File: config.mk
export PLATFORM = sky130hd
export DESIGN_NAME = i2ccr_top
export DESIGN_NICKNAME = d
export VERILOG_FILES = /design/src/verilog/i2ccr_pkg.sv /design/src/verilog/i2ccr_top.sv
export SDC_FILE = /design/constraint.sdc
export NUM_CORES = 1
export LEC_CHECK = 0
export ABC_AREA = 0
export BUFFER_PORTS_ARGS = -buffer_cell sky130_fd_sc_hd__buf_2
export CAP_MARGIN = 20
export CORE_MARGIN = 8
export CORE_UTILIZATION = 40
export DETAILED_ROUTE_END_ITERATION = 8
export GPL_TIMING_DRIVEN = 1
export MAX_ROUTING_LAYER = met4
export PLACE_DENSITY = 0.59
export SLEW_MARGIN = 20
export SYNTH_ARGS = -nofsm -noshare
export SYNTH_HDL_FRONTEND = slang
export SYNTH_SLANG_ARGS = --single-unit
File: constraint.sdc
create_clock -name clock_in -period 2.9 [get_ports clock_in]
set_input_delay 0.145 -clock clock_in [delete_from_list [all_inputs] [get_ports clock_in]]
set_output_delay 0.145 -clock clock_in [all_outputs]
set_load 0.01 [all_outputs]
File: src/verilog/i2ccr_pkg.sv
// Constants for the bus slave configuration register block.
// Assumes a single system clock; the bus master supplies the serial clock.
package i2ccr_pkg;
  // Register pointers; command bit 7 carries the auto-increment flag.
  localparam logic [6:0] ADDR_CONV = 7'h19;
  localparam logic [6:0] ADDR_NTC = 7'h1a;
  localparam logic [6:0] ADDR_ID = 7'h1f;
  localparam int CMD_AUTO_BIT = 7;
  localparam logic [7:0] CONV_RST = 8'h4b;
  localparam logic [7:0] NTC_RST = 8'h11;
  localparam logic [7:0] NTC_MASK = 8'h33;
  // Field positions.
  localparam int VOLT_MSB = 7;
  localparam int VOLT_LSB = 4;
  localparam int CUR_MSB = 3;
  localparam int CUR_LSB = 0;
  localparam int HOT_MSB = 5;
  localparam int HOT_LSB = 4;
  localparam int COLD_MSB = 1;
  localparam int COLD_LSB = 0;
  // Output voltage decode in units of 10 mV.
  localparam logic [3:0] VOLT_CODE_MAX = 4'ha;
  localparam logic [9:0] VOLT_BASE = 10'h1a4;
  localparam logic [9:0] VOLT_STEP = 10'h014;
  localparam logic [9:0] VOLT_DFLT = 10'h1f4;
  // Peak current limit in units of 10 mA, indexed by code.
  localparam logic [7:0] CUR_TBL [16] = '{8'h06, 8'h0e, 8'h17, 8'h20,
    8'h2a, 8'h33, 8'h3d, 8'h46, 8'h4f, 8'h59, 8'h64, 8'h6e, 8'h78,
    8'h82, 8'h8c, 8'h96};
  // Thermistor trip levels in degrees Celsius.
  localparam logic [6:0] HOT_BASE = 7'h37;
  localparam logic [6:0] COLD_BASE = 7'h00;
  localparam logic [6:0] TRIP_STEP = 7'h05;
  localparam logic [3:0] BITS_PER_BYTE = 4'h8;
  typedef enum logic [3:0] {
    ST_IDLE, ST_ADDR, ST_ADDR_ACK, ST_CMD, ST_CMD_ACK,
    ST_WDATA, ST_WDATA_ACK, ST_RDATA, ST_RDATA_ACK
  } i2ccr_state_e;
endpackage : i2ccr_pkg

File: src/verilog/i2ccr_top.sv
// Serial bus slave holding the converter, thermistor and identity registers.
// Assumes scl_in and sda_in come straight from pins; sda is open drain.
// Functional notes
// - Converter register 19h: voltage and current codes
// - Current code decodes sixteen limits, reset 1.1 A
// - Codes 0-10 step 0.2 V; others 5 V
// - Thermistor register 1Ah: hot 5:4, cold 1:0
// - Hot codes map to 55..70 degrees
// - Cold codes map to 0..15 degrees
// - Fixed identity code readable at 1Fh
// - Write: address, command byte, then stored data
// - Auto-increment advances pointer per acknowledged write
// - Read: command write, repeated start, then data
// - Read increments on master ack only if auto
// - Next read byte loads on ack clock rise
// - Reads unlimited; master nack ends the read
module i2ccr_top #(
  parameter logic [6:0] SLAVE_ADDR = 7'h2a,
  // Arbitrary identity value.
  parameter logic [7:0] ID_CODE = 8'h5a
) (
  // Clock and reset
  input wire logic clock_in,
  input wire logic rst_n_in,
  // Serial bus pins
  input wire logic scl_in,
  input wire logic sda_in,
  output logic sda_out,
  output logic sda_oe_out,
  // Raw register fields
  output logic [3:0] out_volt_code_out,
  output logic [3:0] peak_current_code_out,
  output logic [1:0] hot_limit_code_out,
  output logic [1:0] cold_limit_code_out,
  // Decoded settings
  output logic [9:0] out_volt_10mv_out,
  output logic [7:0] peak_current_10ma_out,
  output logic [6:0] hot_trip_degc_out,
  output logic [6:0] cold_trip_degc_out
);
  // Stage 0 is read only by stage 1; stages 1 and 2 feed the edge logic.
  logic [2:0] scl_q;
  logic [2:0] sda_q;
  logic scl_rise, scl_fall, start_seen, stop_seen, sda_bit;
  i2ccr_pkg::i2ccr_state_e st_q, st_d;
  logic [3:0] cnt_q, cnt_d;
  logic [7:0] sh_q, sh_d, tx_q, tx_d, conv_q, conv_d, ntc_q, ntc_d;
  logic [6:0] ptr_q, ptr_d, ptr_inc;
  logic auto_q, auto_d, rw_q, rw_d, oe_q, oe_d;
  logic [9:0] volt_q, volt_d;
  logic [7:0] cur_q, cur_d;
  logic [6:0] hot_q, hot_d, cold_q, cold_d;

  always_ff @(posedge clock_in or negedge rst_n_in) begin
    if (!rst_n_in) begin
      scl_q <= 3'h7;
      sda_q <= 3'h7;
    end else begin
      scl_q <= {scl_q[1:0], scl_in};
      sda_q <= {sda_q[1:0], sda_in};
    end
  end

  assign sda_bit = sda_q[1];
  assign scl_rise = scl_q[1] & ~scl_q[2];
  assign scl_fall = ~scl_q[1] & scl_q[2];
  assign start_seen = scl_q[1] & scl_q[2] & ~sda_q[1] & sda_q[2];
  assign stop_seen = scl_q[1] & scl_q[2] & sda_q[1] & ~sda_q[2];
  assign ptr_inc = ptr_q + {6'h00, auto_q};

  // Unmapped pointers read as zero; undefined thermistor bits read as zero.
  function automatic logic [7:0] rd_mux(input logic [6:0] a);
    logic [7:0] v;
    v = 8'h00;
    if (a == i2ccr_pkg::ADDR_CONV) v = conv_q;
    else if (a == i2ccr_pkg::ADDR_NTC) v = ntc_q;
    else if (a == i2ccr_pkg::ADDR_ID) v = ID_CODE;
    return v;
  endfunction : rd_mux

  always_comb begin
    st_d = st_q;
    cnt_d = cnt_q;
    sh_d = sh_q;
    tx_d = tx_q;
    ptr_d = ptr_q;
    auto_d = auto_q;
    rw_d = rw_q;
    conv_d = conv_q;
    ntc_d = ntc_q;
    // A start is honoured in any state, which also gives the repeated start.
    if (start_seen) begin
      st_d = i2ccr_pkg::ST_ADDR;
      cnt_d = 4'h0;
    end else if (stop_seen) begin
      st_d = i2ccr_pkg::ST_IDLE;
      cnt_d = 4'h0;
    end else if (scl_rise) begin
      unique case (st_q)
        i2ccr_pkg::ST_ADDR, i2ccr_pkg::ST_CMD, i2ccr_pkg::ST_WDATA: begin
          sh_d = {sh_q[6:0], sda_bit};
          cnt_d = cnt_q + 4'h1;
        end
        i2ccr_pkg::ST_RDATA: cnt_d = cnt_q + 4'h1;
        i2ccr_pkg::ST_ADDR_ACK: begin
          if (rw_q) tx_d = rd_mux(ptr_q);
        end
        i2ccr_pkg::ST_RDATA_ACK: begin
          if (sda_bit) begin
            st_d = i2ccr_pkg::ST_IDLE;
          end else begin
            ptr_d = ptr_inc;
            tx_d = rd_mux(ptr_inc);
          end
        end
        i2ccr_pkg::ST_IDLE, i2ccr_pkg::ST_CMD_ACK, i2ccr_pkg::ST_WDATA_ACK: ;
      endcase
    end else if (scl_fall) begin
      unique case (st_q)
        i2ccr_pkg::ST_ADDR: begin
          if (cnt_q == i2ccr_pkg::BITS_PER_BYTE) begin
            cnt_d = 4'h0;
            if (sh_q[7:1] == SLAVE_ADDR) begin
              rw_d = sh_q[0];
              st_d = i2ccr_pkg::ST_ADDR_ACK;
            end else begin
              st_d = i2ccr_pkg::ST_IDLE;
            end
          end
        end
        i2ccr_pkg::ST_CMD: begin
          if (cnt_q == i2ccr_pkg::BITS_PER_BYTE) begin
            cnt_d = 4'h0;
            ptr_d = sh_q[6:0];
            auto_d = sh_q[i2ccr_pkg::CMD_AUTO_BIT];
            st_d = i2ccr_pkg::ST_CMD_ACK;
          end
        end
        i2ccr_pkg::ST_WDATA: begin
          if (cnt_q == i2ccr_pkg::BITS_PER_BYTE) begin
            cnt_d = 4'h0;
            st_d = i2ccr_pkg::ST_WDATA_ACK;
            // Identity and reserved pointers accept the byte and drop it.
            if (ptr_q == i2ccr_pkg::ADDR_CONV) conv_d = sh_q;
            if (ptr_q == i2ccr_pkg::ADDR_NTC) ntc_d = sh_q & i2ccr_pkg::NTC_MASK;
          end
        end
        i2ccr_pkg::ST_RDATA: begin
          if (cnt_q == i2ccr_pkg::BITS_PER_BYTE) begin
            cnt_d = 4'h0;
            st_d = i2ccr_pkg::ST_RDATA_ACK;
          end else begin
            tx_d = {tx_q[6:0], 1'b0};
          end
        end
        i2ccr_pkg::ST_ADDR_ACK: st_d = rw_q ? i2ccr_pkg::ST_RDATA : i2ccr_pkg::ST_CMD;
        i2ccr_pkg::ST_CMD_ACK: st_d = i2ccr_pkg::ST_WDATA;
        i2ccr_pkg::ST_WDATA_ACK: begin
          ptr_d = ptr_inc;
          st_d = i2ccr_pkg::ST_WDATA;
        end
        i2ccr_pkg::ST_RDATA_ACK: st_d = i2ccr_pkg::ST_RDATA;
        i2ccr_pkg::ST_IDLE: ;
      endcase
    end
    // Pull the line low for our acknowledges and for zero data bits.
    oe_d = (st_d == i2ccr_pkg::ST_ADDR_ACK) || (st_d == i2ccr_pkg::ST_CMD_ACK) ||
           (st_d == i2ccr_pkg::ST_WDATA_ACK) ||
           ((st_d == i2ccr_pkg::ST_RDATA) && !tx_d[7]);
  end

  always_comb begin
    logic [3:0] vc;
    vc = conv_q[i2ccr_pkg::VOLT_MSB:i2ccr_pkg::VOLT_LSB];
    if (vc > i2ccr_pkg::VOLT_CODE_MAX) volt_d = i2ccr_pkg::VOLT_DFLT;
    else volt_d = i2ccr_pkg::VOLT_BASE + i2ccr_pkg::VOLT_STEP * {6'h00, vc};
    cur_d = i2ccr_pkg::CUR_TBL[conv_q[i2ccr_pkg::CUR_MSB:i2ccr_pkg::CUR_LSB]];
    hot_d = i2ccr_pkg::HOT_BASE + i2ccr_pkg::TRIP_STEP *
            {5'h00, ntc_q[i2ccr_pkg::HOT_MSB:i2ccr_pkg::HOT_LSB]};
    cold_d = i2ccr_pkg::COLD_BASE + i2ccr_pkg::TRIP_STEP *
             {5'h00, ntc_q[i2ccr_pkg::COLD_MSB:i2ccr_pkg::COLD_LSB]};
  end

  always_ff @(posedge clock_in or negedge rst_n_in) begin
    if (!rst_n_in) begin
      st_q <= i2ccr_pkg::ST_IDLE;
      cnt_q <= 4'h0;
      sh_q <= 8'h00;
      tx_q <= 8'h00;
      ptr_q <= 7'h00;
      auto_q <= 1'b0;
      rw_q <= 1'b0;
      oe_q <= 1'b0;
      conv_q <= i2ccr_pkg::CONV_RST;
      ntc_q <= i2ccr_pkg::NTC_RST;
      volt_q <= i2ccr_pkg::VOLT_DFLT;
      cur_q <= i2ccr_pkg::CUR_TBL[i2ccr_pkg::CONV_RST[3:0]];
      // Both thermistor fields reset to code one, one step above the base.
      hot_q <= i2ccr_pkg::HOT_BASE + i2ccr_pkg::TRIP_STEP;
      cold_q <= i2ccr_pkg::COLD_BASE + i2ccr_pkg::TRIP_STEP;
    end else begin
      st_q <= st_d;
      cnt_q <= cnt_d;
      sh_q <= sh_d;
      tx_q <= tx_d;
      ptr_q <= ptr_d;
      auto_q <= auto_d;
      rw_q <= rw_d;
      oe_q <= oe_d;
      conv_q <= conv_d;
      ntc_q <= ntc_d;
      volt_q <= volt_d;
      cur_q <= cur_d;
      hot_q <= hot_d;
      cold_q <= cold_d;
    end
  end

  // The pin value is always low; only the enable moves.
  assign sda_out = 1'b0;
  assign sda_oe_out = oe_q;
  assign out_volt_code_out = conv_q[i2ccr_pkg::VOLT_MSB:i2ccr_pkg::VOLT_LSB];
  assign peak_current_code_out = conv_q[i2ccr_pkg::CUR_MSB:i2ccr_pkg::CUR_LSB];
  assign hot_limit_code_out = ntc_q[i2ccr_pkg::HOT_MSB:i2ccr_pkg::HOT_LSB];
  assign cold_limit_code_out = ntc_q[i2ccr_pkg::COLD_MSB:i2ccr_pkg::COLD_LSB];
  assign out_volt_10mv_out = volt_q;
  assign peak_current_10ma_out = cur_q;
  assign hot_trip_degc_out = hot_q;
  assign cold_trip_degc_out = cold_q;

  logic wr_fire, rack_rise, byte_fall;
  assign byte_fall = scl_fall && !start_seen && !stop_seen && cnt_q == i2ccr_pkg::BITS_PER_BYTE;
  assign wr_fire = byte_fall && st_q == i2ccr_pkg::ST_WDATA;
  assign rack_rise = scl_rise && !start_seen && !stop_seen && st_q == i2ccr_pkg::ST_RDATA_ACK;
endmodule : i2ccr_top
======== Word level (Yosys, flattened, before mapping) ========
Memory sizes are Yosys's and may differ from the RTL's. A register that Yosys moved wholly into a read port is not among the register bits.
Cells that the tools add are included.
word-level totals
  bits in registers ....................... 74
  ROM bits ................................ 128
  input port bits ......................... 4
  memories kept ........................... 1
  output and inout bits ................... 46
  word-level logic and storage cells ...... 133
memory list
  memory           depth  bits a word  read ports  clocked after memory_dff  wr ports  RTL line          RTL
  (no name shown)  16     8            1           1                         0         i2ccr_top.sv:177  cur_d = i2ccr_pkg::CUR_TBL[conv_q[i2ccr_pkg::CUR_MSB:i2ccr_pkg::CUR_LSB]];
operators by class
  mux-type cells .......................... 42
  reduce and logical (&&, ||, !) cells .... 22
  $add $sub $neg .......................... 4
  bitwise gates (word level) .............. 15
  multipliers ............................. 3
  $lt $le $gt $ge ......................... 1
  equality and inequality tests ........... 29
operators by type and width
  kind                  number
  $mux 8                10
  $mux 4                17
  $mux 7                9
  $eq 7x5->1 const B    6
  $eq 4x3->1 const B    7
  $pmux 4 s7            1
  $reduce_and 7->1      4
  $pmux 8 s2            1
  $pmux 7 s2            1
  $eq 4x2->1 const B    3
  $add 9x9->10 const A  1
  $mul 3x2->5 const A   2
  $mux 10               1
  $ne 3x3->1 const B    3
  $eq 4x4->1 const B    2
  $ne 4x2->1 const B    2
  $reduce_and 4->1      2
  $reduce_and 8->1      1
  $reduce_bool 4->1     2
  $add 6x5->7 const A   1
  $add 7x1->7           1
  $and 1x1->1           7
  $eq 7x6->1 const B    1
  $mul 3x4->7 const A   1
  19 further kinds      30

======== Depth between registers and ports, before layout ========
  word-level depth ........................ 13
  gate-level depth with buffers ........... 10
  gate-level depth less buffers ........... 8

======== Worst setup path after synthesis ========
No wires, ideal clock.
  kind .................................... register -> register
  start point ............................. register ptr_q[0]
  end point ............................... register tx_q[3]
  cell stages (with the launch flop) ...... 8
  setup slack ............................. 0.562 ns
  period minus slack after synthesis ...... 2.338 ns
  buffers on the path ..................... 0
  library setup time ...................... 0.087 ns
  arrival ................................. 2.251 ns
  data required time ...................... 2.813 ns
  cells stage by stage .................... dfrtp_1 > ha_1 > ha_1 > or4_1 > a311oi_2 > and2_1 > a311oi_1 > a22oi_1
on the way
  longest elaborated chain between the ends .. 8
  elaborated cells between the ends (all ways) .. 17
  those cells by class .................... add/sub: 1; eq/ne: 6; mux: 10
ends and longest elaborated chain
  what                    RTL line          RTL
  start, declared         i2ccr_top.sv:48   logic [6:0] ptr_q, ptr_d, ptr_inc;
  start signal, assigned  i2ccr_top.sv:206  ptr_q <= ptr_d;
  $add 7x1->7             i2ccr_top.sv:69   assign ptr_inc = ptr_q + {6'h00, auto_q};
  $eq 7x5->1              i2ccr_top.sv:77   else if (a == i2ccr_pkg::ADDR_ID) v = ID_CODE;
  $mux 7                  i2ccr_top.sv:77
  $mux 7                  i2ccr_top.sv:76   else if (a == i2ccr_pkg::ADDR_NTC) v = ntc_q;
  $mux 8                  i2ccr_top.sv:75   if (a == i2ccr_pkg::ADDR_CONV) v = conv_q;
  $mux 8                  i2ccr_top.sv:109  if (sda_bit) begin
  $pmux 8 s2 *            i2ccr_top.sv:99   unique case (st_q)
  $mux 8 *                i2ccr_top.sv:98   end else if (scl_rise) begin
  end signal, assigned    i2ccr_top.sv:205  tx_q <= tx_d;
  end, declared           i2ccr_top.sv:47   logic [7:0] sh_q, sh_d, tx_q, tx_d, conv_q, conv_d, ntc_q, ntc_d;
Mark *: on every way between the ends. The rest lies on a longest branch, timed or not. The select of a mux whose other input is x is not followed.
A chain may end at the register's enable or synchronous reset.

======== Final worst setup path ========
  start point ............................. register ptr_q[0]
  end point ............................... register oe_q (netlist: sda_oe_out)
on the way
  longest elaborated chain between the ends .. 11
  elaborated cells between the ends (all ways) .. 14
  those cells by class .................... add/sub: 1; eq/ne: 2; mux: 8; reduce/logical: 3
ends and longest elaborated chain
  what                  RTL line          RTL
  $add 7x1->7           i2ccr_top.sv:69
  $eq 7x5->1            i2ccr_top.sv:75
  $mux 8                i2ccr_top.sv:75
  $mux 8                i2ccr_top.sv:109
  $pmux 8 s2 *          i2ccr_top.sv:99
  $mux 8 *              i2ccr_top.sv:98
  $mux 8 *              i2ccr_top.sv:95   end else if (stop_seen) begin
  $mux 8 *              i2ccr_top.sv:92   if (start_seen) begin
  $logic_not 1->1 *     i2ccr_top.sv:169  ((st_d == i2ccr_pkg::ST_RDATA) && !tx_d[7]);
  $logic_and 1x1->1 *   i2ccr_top.sv:169
  $logic_or 1x1->1 *    i2ccr_top.sv:168  (st_d == i2ccr_pkg::ST_WDATA_ACK) ||
  named net oe_d        i2ccr_top.sv:49   logic auto_q, auto_d, rw_q, rw_d, oe_q, oe_d;
  end signal, assigned  i2ccr_top.sv:193  oe_q <= 1'b0;
  end signal, assigned  i2ccr_top.sv:209  oe_q <= oe_d;
  end, declared         i2ccr_top.sv:49
Mark *: on every way through the listed nets, which the timed path passes. The rest lies on a longest branch. The select of a mux whose other input is x is not followed.

==> summary.txt <==
Synthesis
  • Post-synth EDFFs: 0
  • Largest family of logic cells by synthesized area: simple AND/OR/NAND/NOR gates
  • Post-synthesis mux area share: 6.905%
  • #FFs+latches synth: 77
  • Netlist cell types: 62
  • Count leader, synth: dfrtp_1
  • Synth Area in Adders: 7.335%
  • Post-Syn Instances: 440
  • Top cells by area, synth: dfrtp_1 (28%), dfstp_2 (17%), ha_1 (6.9%), mux2_2 (5.9%), nand2_1 (4.0%)
  • List of most frequent post-synthesis cells: dfrtp_1 (49), nand2_1 (47), dfstp_2 (28), nor2_1 (28), ha_1 (24)
  • Synth Area in XOR/XNOR: 2.206%
  • Post-synth ARST share: 100.0%
  • Synth warnings: 0
  • Yosys top cell area share: 28.08%
  • Post-synthesis compound-gate area fraction: 14.76%
  • Post-Synth Simple-Gate Area: 18.74%
  • Syn_area_per_cell: 9.924 um2
  • Register area share after synthesis: 44.93%
  • Synth area leader: dfrtp_1
  • Mapped Area: 4367 um2
  • Top_reg_cell synth: dfrtp_1

Setup path
  • Worst Path Required: 3.12 ns
  • Critical path capture point: sda_oe_out
  • Worst path arrival time: 2.88 ns
  • CP endpoint kind: flop
  • R2r startpoint: ptr_q[0]
  • Crit path kind: flop to flop
  • Reg2reg end: sda_oe_out
  • CP Launch Type: flop
  • CP Launch Point: ptr_q[0]
  • Worst-path maximum fanout: 7
  • R2R depth: 7
  • R2r setup slk: 0.24 ns

Placement
  • HPWL Detailed: 7.434 mm
  • GP Congestion: 0.9285
  • Dpl cells: 608
  • Number of port buffers: 43
  • Place WS: 0.2788 ns

Clock network
  • CTS H-Tree Depth: 3
  • Post-CTS setup repair buffer count: 0
  • Post_cts resized: 0
  • Clock-pin slew on the worst setup and hold paths: 0.09 ns
  • Root Driver: clkbuf_8
  • CTS tree: done
  • Clock sink count: 77
  • CTS Buffer Depth: 2
  • CTS Buf Count: 9
  • Clock Latency Late Sink: 0.36 ns

Drt
  • Pre-Repair DR Iteration Count: 5
  • Routed WL per cell: 16.56 um
  • Detailed-route via count: 3431
  • Drt total wl: 10.38 mm
  • Drt via density: 5.472
  • Residual DRC: 0
  • Final antenna-violating net count: 0
  • DRT iter0 DRCs: 295

Finish
  • Layout cells sized above 1: 25.46%
  • Filler cells: 1051
  • Layout area overhead: 13.12%
  • Ant. Diodes: 0
  • Fin nets: 511
  • Non-Filler Instances: 627

Timing
  • Minimum clock period: 2.662 ns
  • Final Worst Setup Slack: 0.2375 ns
  • Tightest Pin Transition: 0.9459 ns
  • Setup TNS: 0 ns
  • RSZ-0062 raised after global routing: no
  • Skew final: 0.01231 ns
  • Max Slew Vio Count: 0
  • Hold Vio Cnt, Final: 0
  • Relative slew slack: 36.94%
  • Tcrit/Tclk final: 91.81%
  • Maximum clock frequency: 0.3756 GHz
  • Final setup viols: 0
  • Hold_ws: 0.3587 ns

Floorplan
  • Std-Cell Rows: 38
  • DIE AREA: 14520 um2
  • Core area: 10750 um2
  • Die X: 120.5 um
  • Die height: 120.5 um
  • Io pins: 50
  • Starting Density: 40.64%

Run status
  • Outcome: finished, final reports clean

GRT
  • GRT overflow: 0
  • First-pass GRT wire length: 17.04 mm
  • Initial antenna violation count: 0
  • Largest net degree at the start of global routing: 78
  • Number of global-route vias before repair: 3284
  • All-Layer GR Usage: 14.94%

Pwr
  • Final Power: 2174 uW
  • PwrDens: 440.2 nW/um2
  • VDD IR max: 0.0002760 V
  • P_leak: 0.002232 uW

Min path
  • Hold Crit Class: flop to flop

Flow run
  • Max-cap violation count: 0
-- layout by cell type (no fill, tap or decap), types with 3 or more instances in the layout --
cell and instances:
or4_1 3, a21oi_1 22, and2_1 6, ha_1 24, o22ai_1 4, dfrtp_1 49, mux2_2 23, a31oi_1 8
nor3b_1 3, buf_4 9, o31ai_1 4, o21ai_1 3, conb_1 6, a22oi_1 5, nand4_1 3, nand2_1 47
nor2b_1 11, xor2_1 6, dfstp_2 28, buf_2 42, dlygate4sd3_1 3, o21a_1 3, inv_1 19, o21ai_0 22
nor3_1 10, a22o_1 6, or3_1 3, nand3_1 9, nor2_1 28, clkbuf_8 9, a211oi_1 5, nand2b_1 7
o211ai_1 3, xnor2_1 5, and3b_1 3
-- layout make-up --
| cell class | count | area [um2] | area share [%] |
|---|---|---|---|
| flip-flops and latches | 77 | 1962 | 39.72 |
| multi-input cells | 321 | 2203 | 44.60 |
| clock buffers | 10 | 127.6 | 2.584 |
| inverters | 19 | 71.32 | 1.444 |
| repair buffers | 54 | 307.8 | 6.231 |
| clock inverters | 6 | 92.59 | 1.874 |
| well taps | 140 | 175.2 | 3.546 |
-- power breakdown --
part,switching [uW],internal [uW]
logic,84.2,46.1
registers,33.6,1100
clock network,421,491
-- worst max-delay path: stages (launching register included) --
cell and delay, ns:
dfrtp_1 0.44, ha_1 0.27, ha_1 0.28, or4_1 0.55, a311oi_2 0.49, a211oi_1 0.19, o211ai_1 0.19, a21oi_1 0.10
-- sequential cells by signal, summed over array words and instances, names as in the netlist, 7 cells and up --
register / count
conv_q: 8
hot_trip_degc_out: 7
out_volt_10mv_out: 8
peak_current_10ma_out: 8
ptr_q: 7
sh_q: 8
tx_q: 8
-- stage by stage --
stage	instance area [um2]	utilization, %
after floorplan	4385	-
after global placement	4690	43.64
after detailed placement	4690	43.64
after CTS	4940	45.97
after global routing	4940	45.97
final	4940	45.97
-- metal layers --
layer  up-vias  wire length, um  track usage [%]
met3        16              684            3.543
met5         -                0                -
met1      1660             4603            18.50
li1       1639                -                -
met2       116             4886            23.20
met4         0              211            5.777
-- repair_timing --
| action | in CTS | in global routing |
|---|---|---|
| endpoints found under the setup margin | 0 | 0 |
| hold endpoints to repair | 51 | 0 |
| hold buffers | 3 | 0 |
-- cell families after synthesis --
kind of cell / count (synthesis)
buffers and inverters: 47
XOR/XNOR: 11
AND/OR/NAND/NOR: 154
AO/OA/AOI/OAI: 99
multiplexers: 26
other: 1
adder cells (fa/ha/maj): 25
flip-flops: 77
-- worst min path at each step --
stage / cells past startpoint / slack, ns / from / endpoint
2_1_floorplan: 0 / -0.15 / rst_n_in / auto_q
3_3_place_gp: 1 / 0.25 / sda_in / sda_q[0]
3_5_place_dp: 1 / 0.25 / sda_in / sda_q[0]
4_1_cts: 0 / 0.36 / sda_q[0] / sda_q[1]
5_1_grt: 0 / 0.36 / sda_q[0] / sda_q[1]
6_report: 0 / 0.36 / sda_q[0] / sda_q[1]
(Power assumes the default switching activity.)
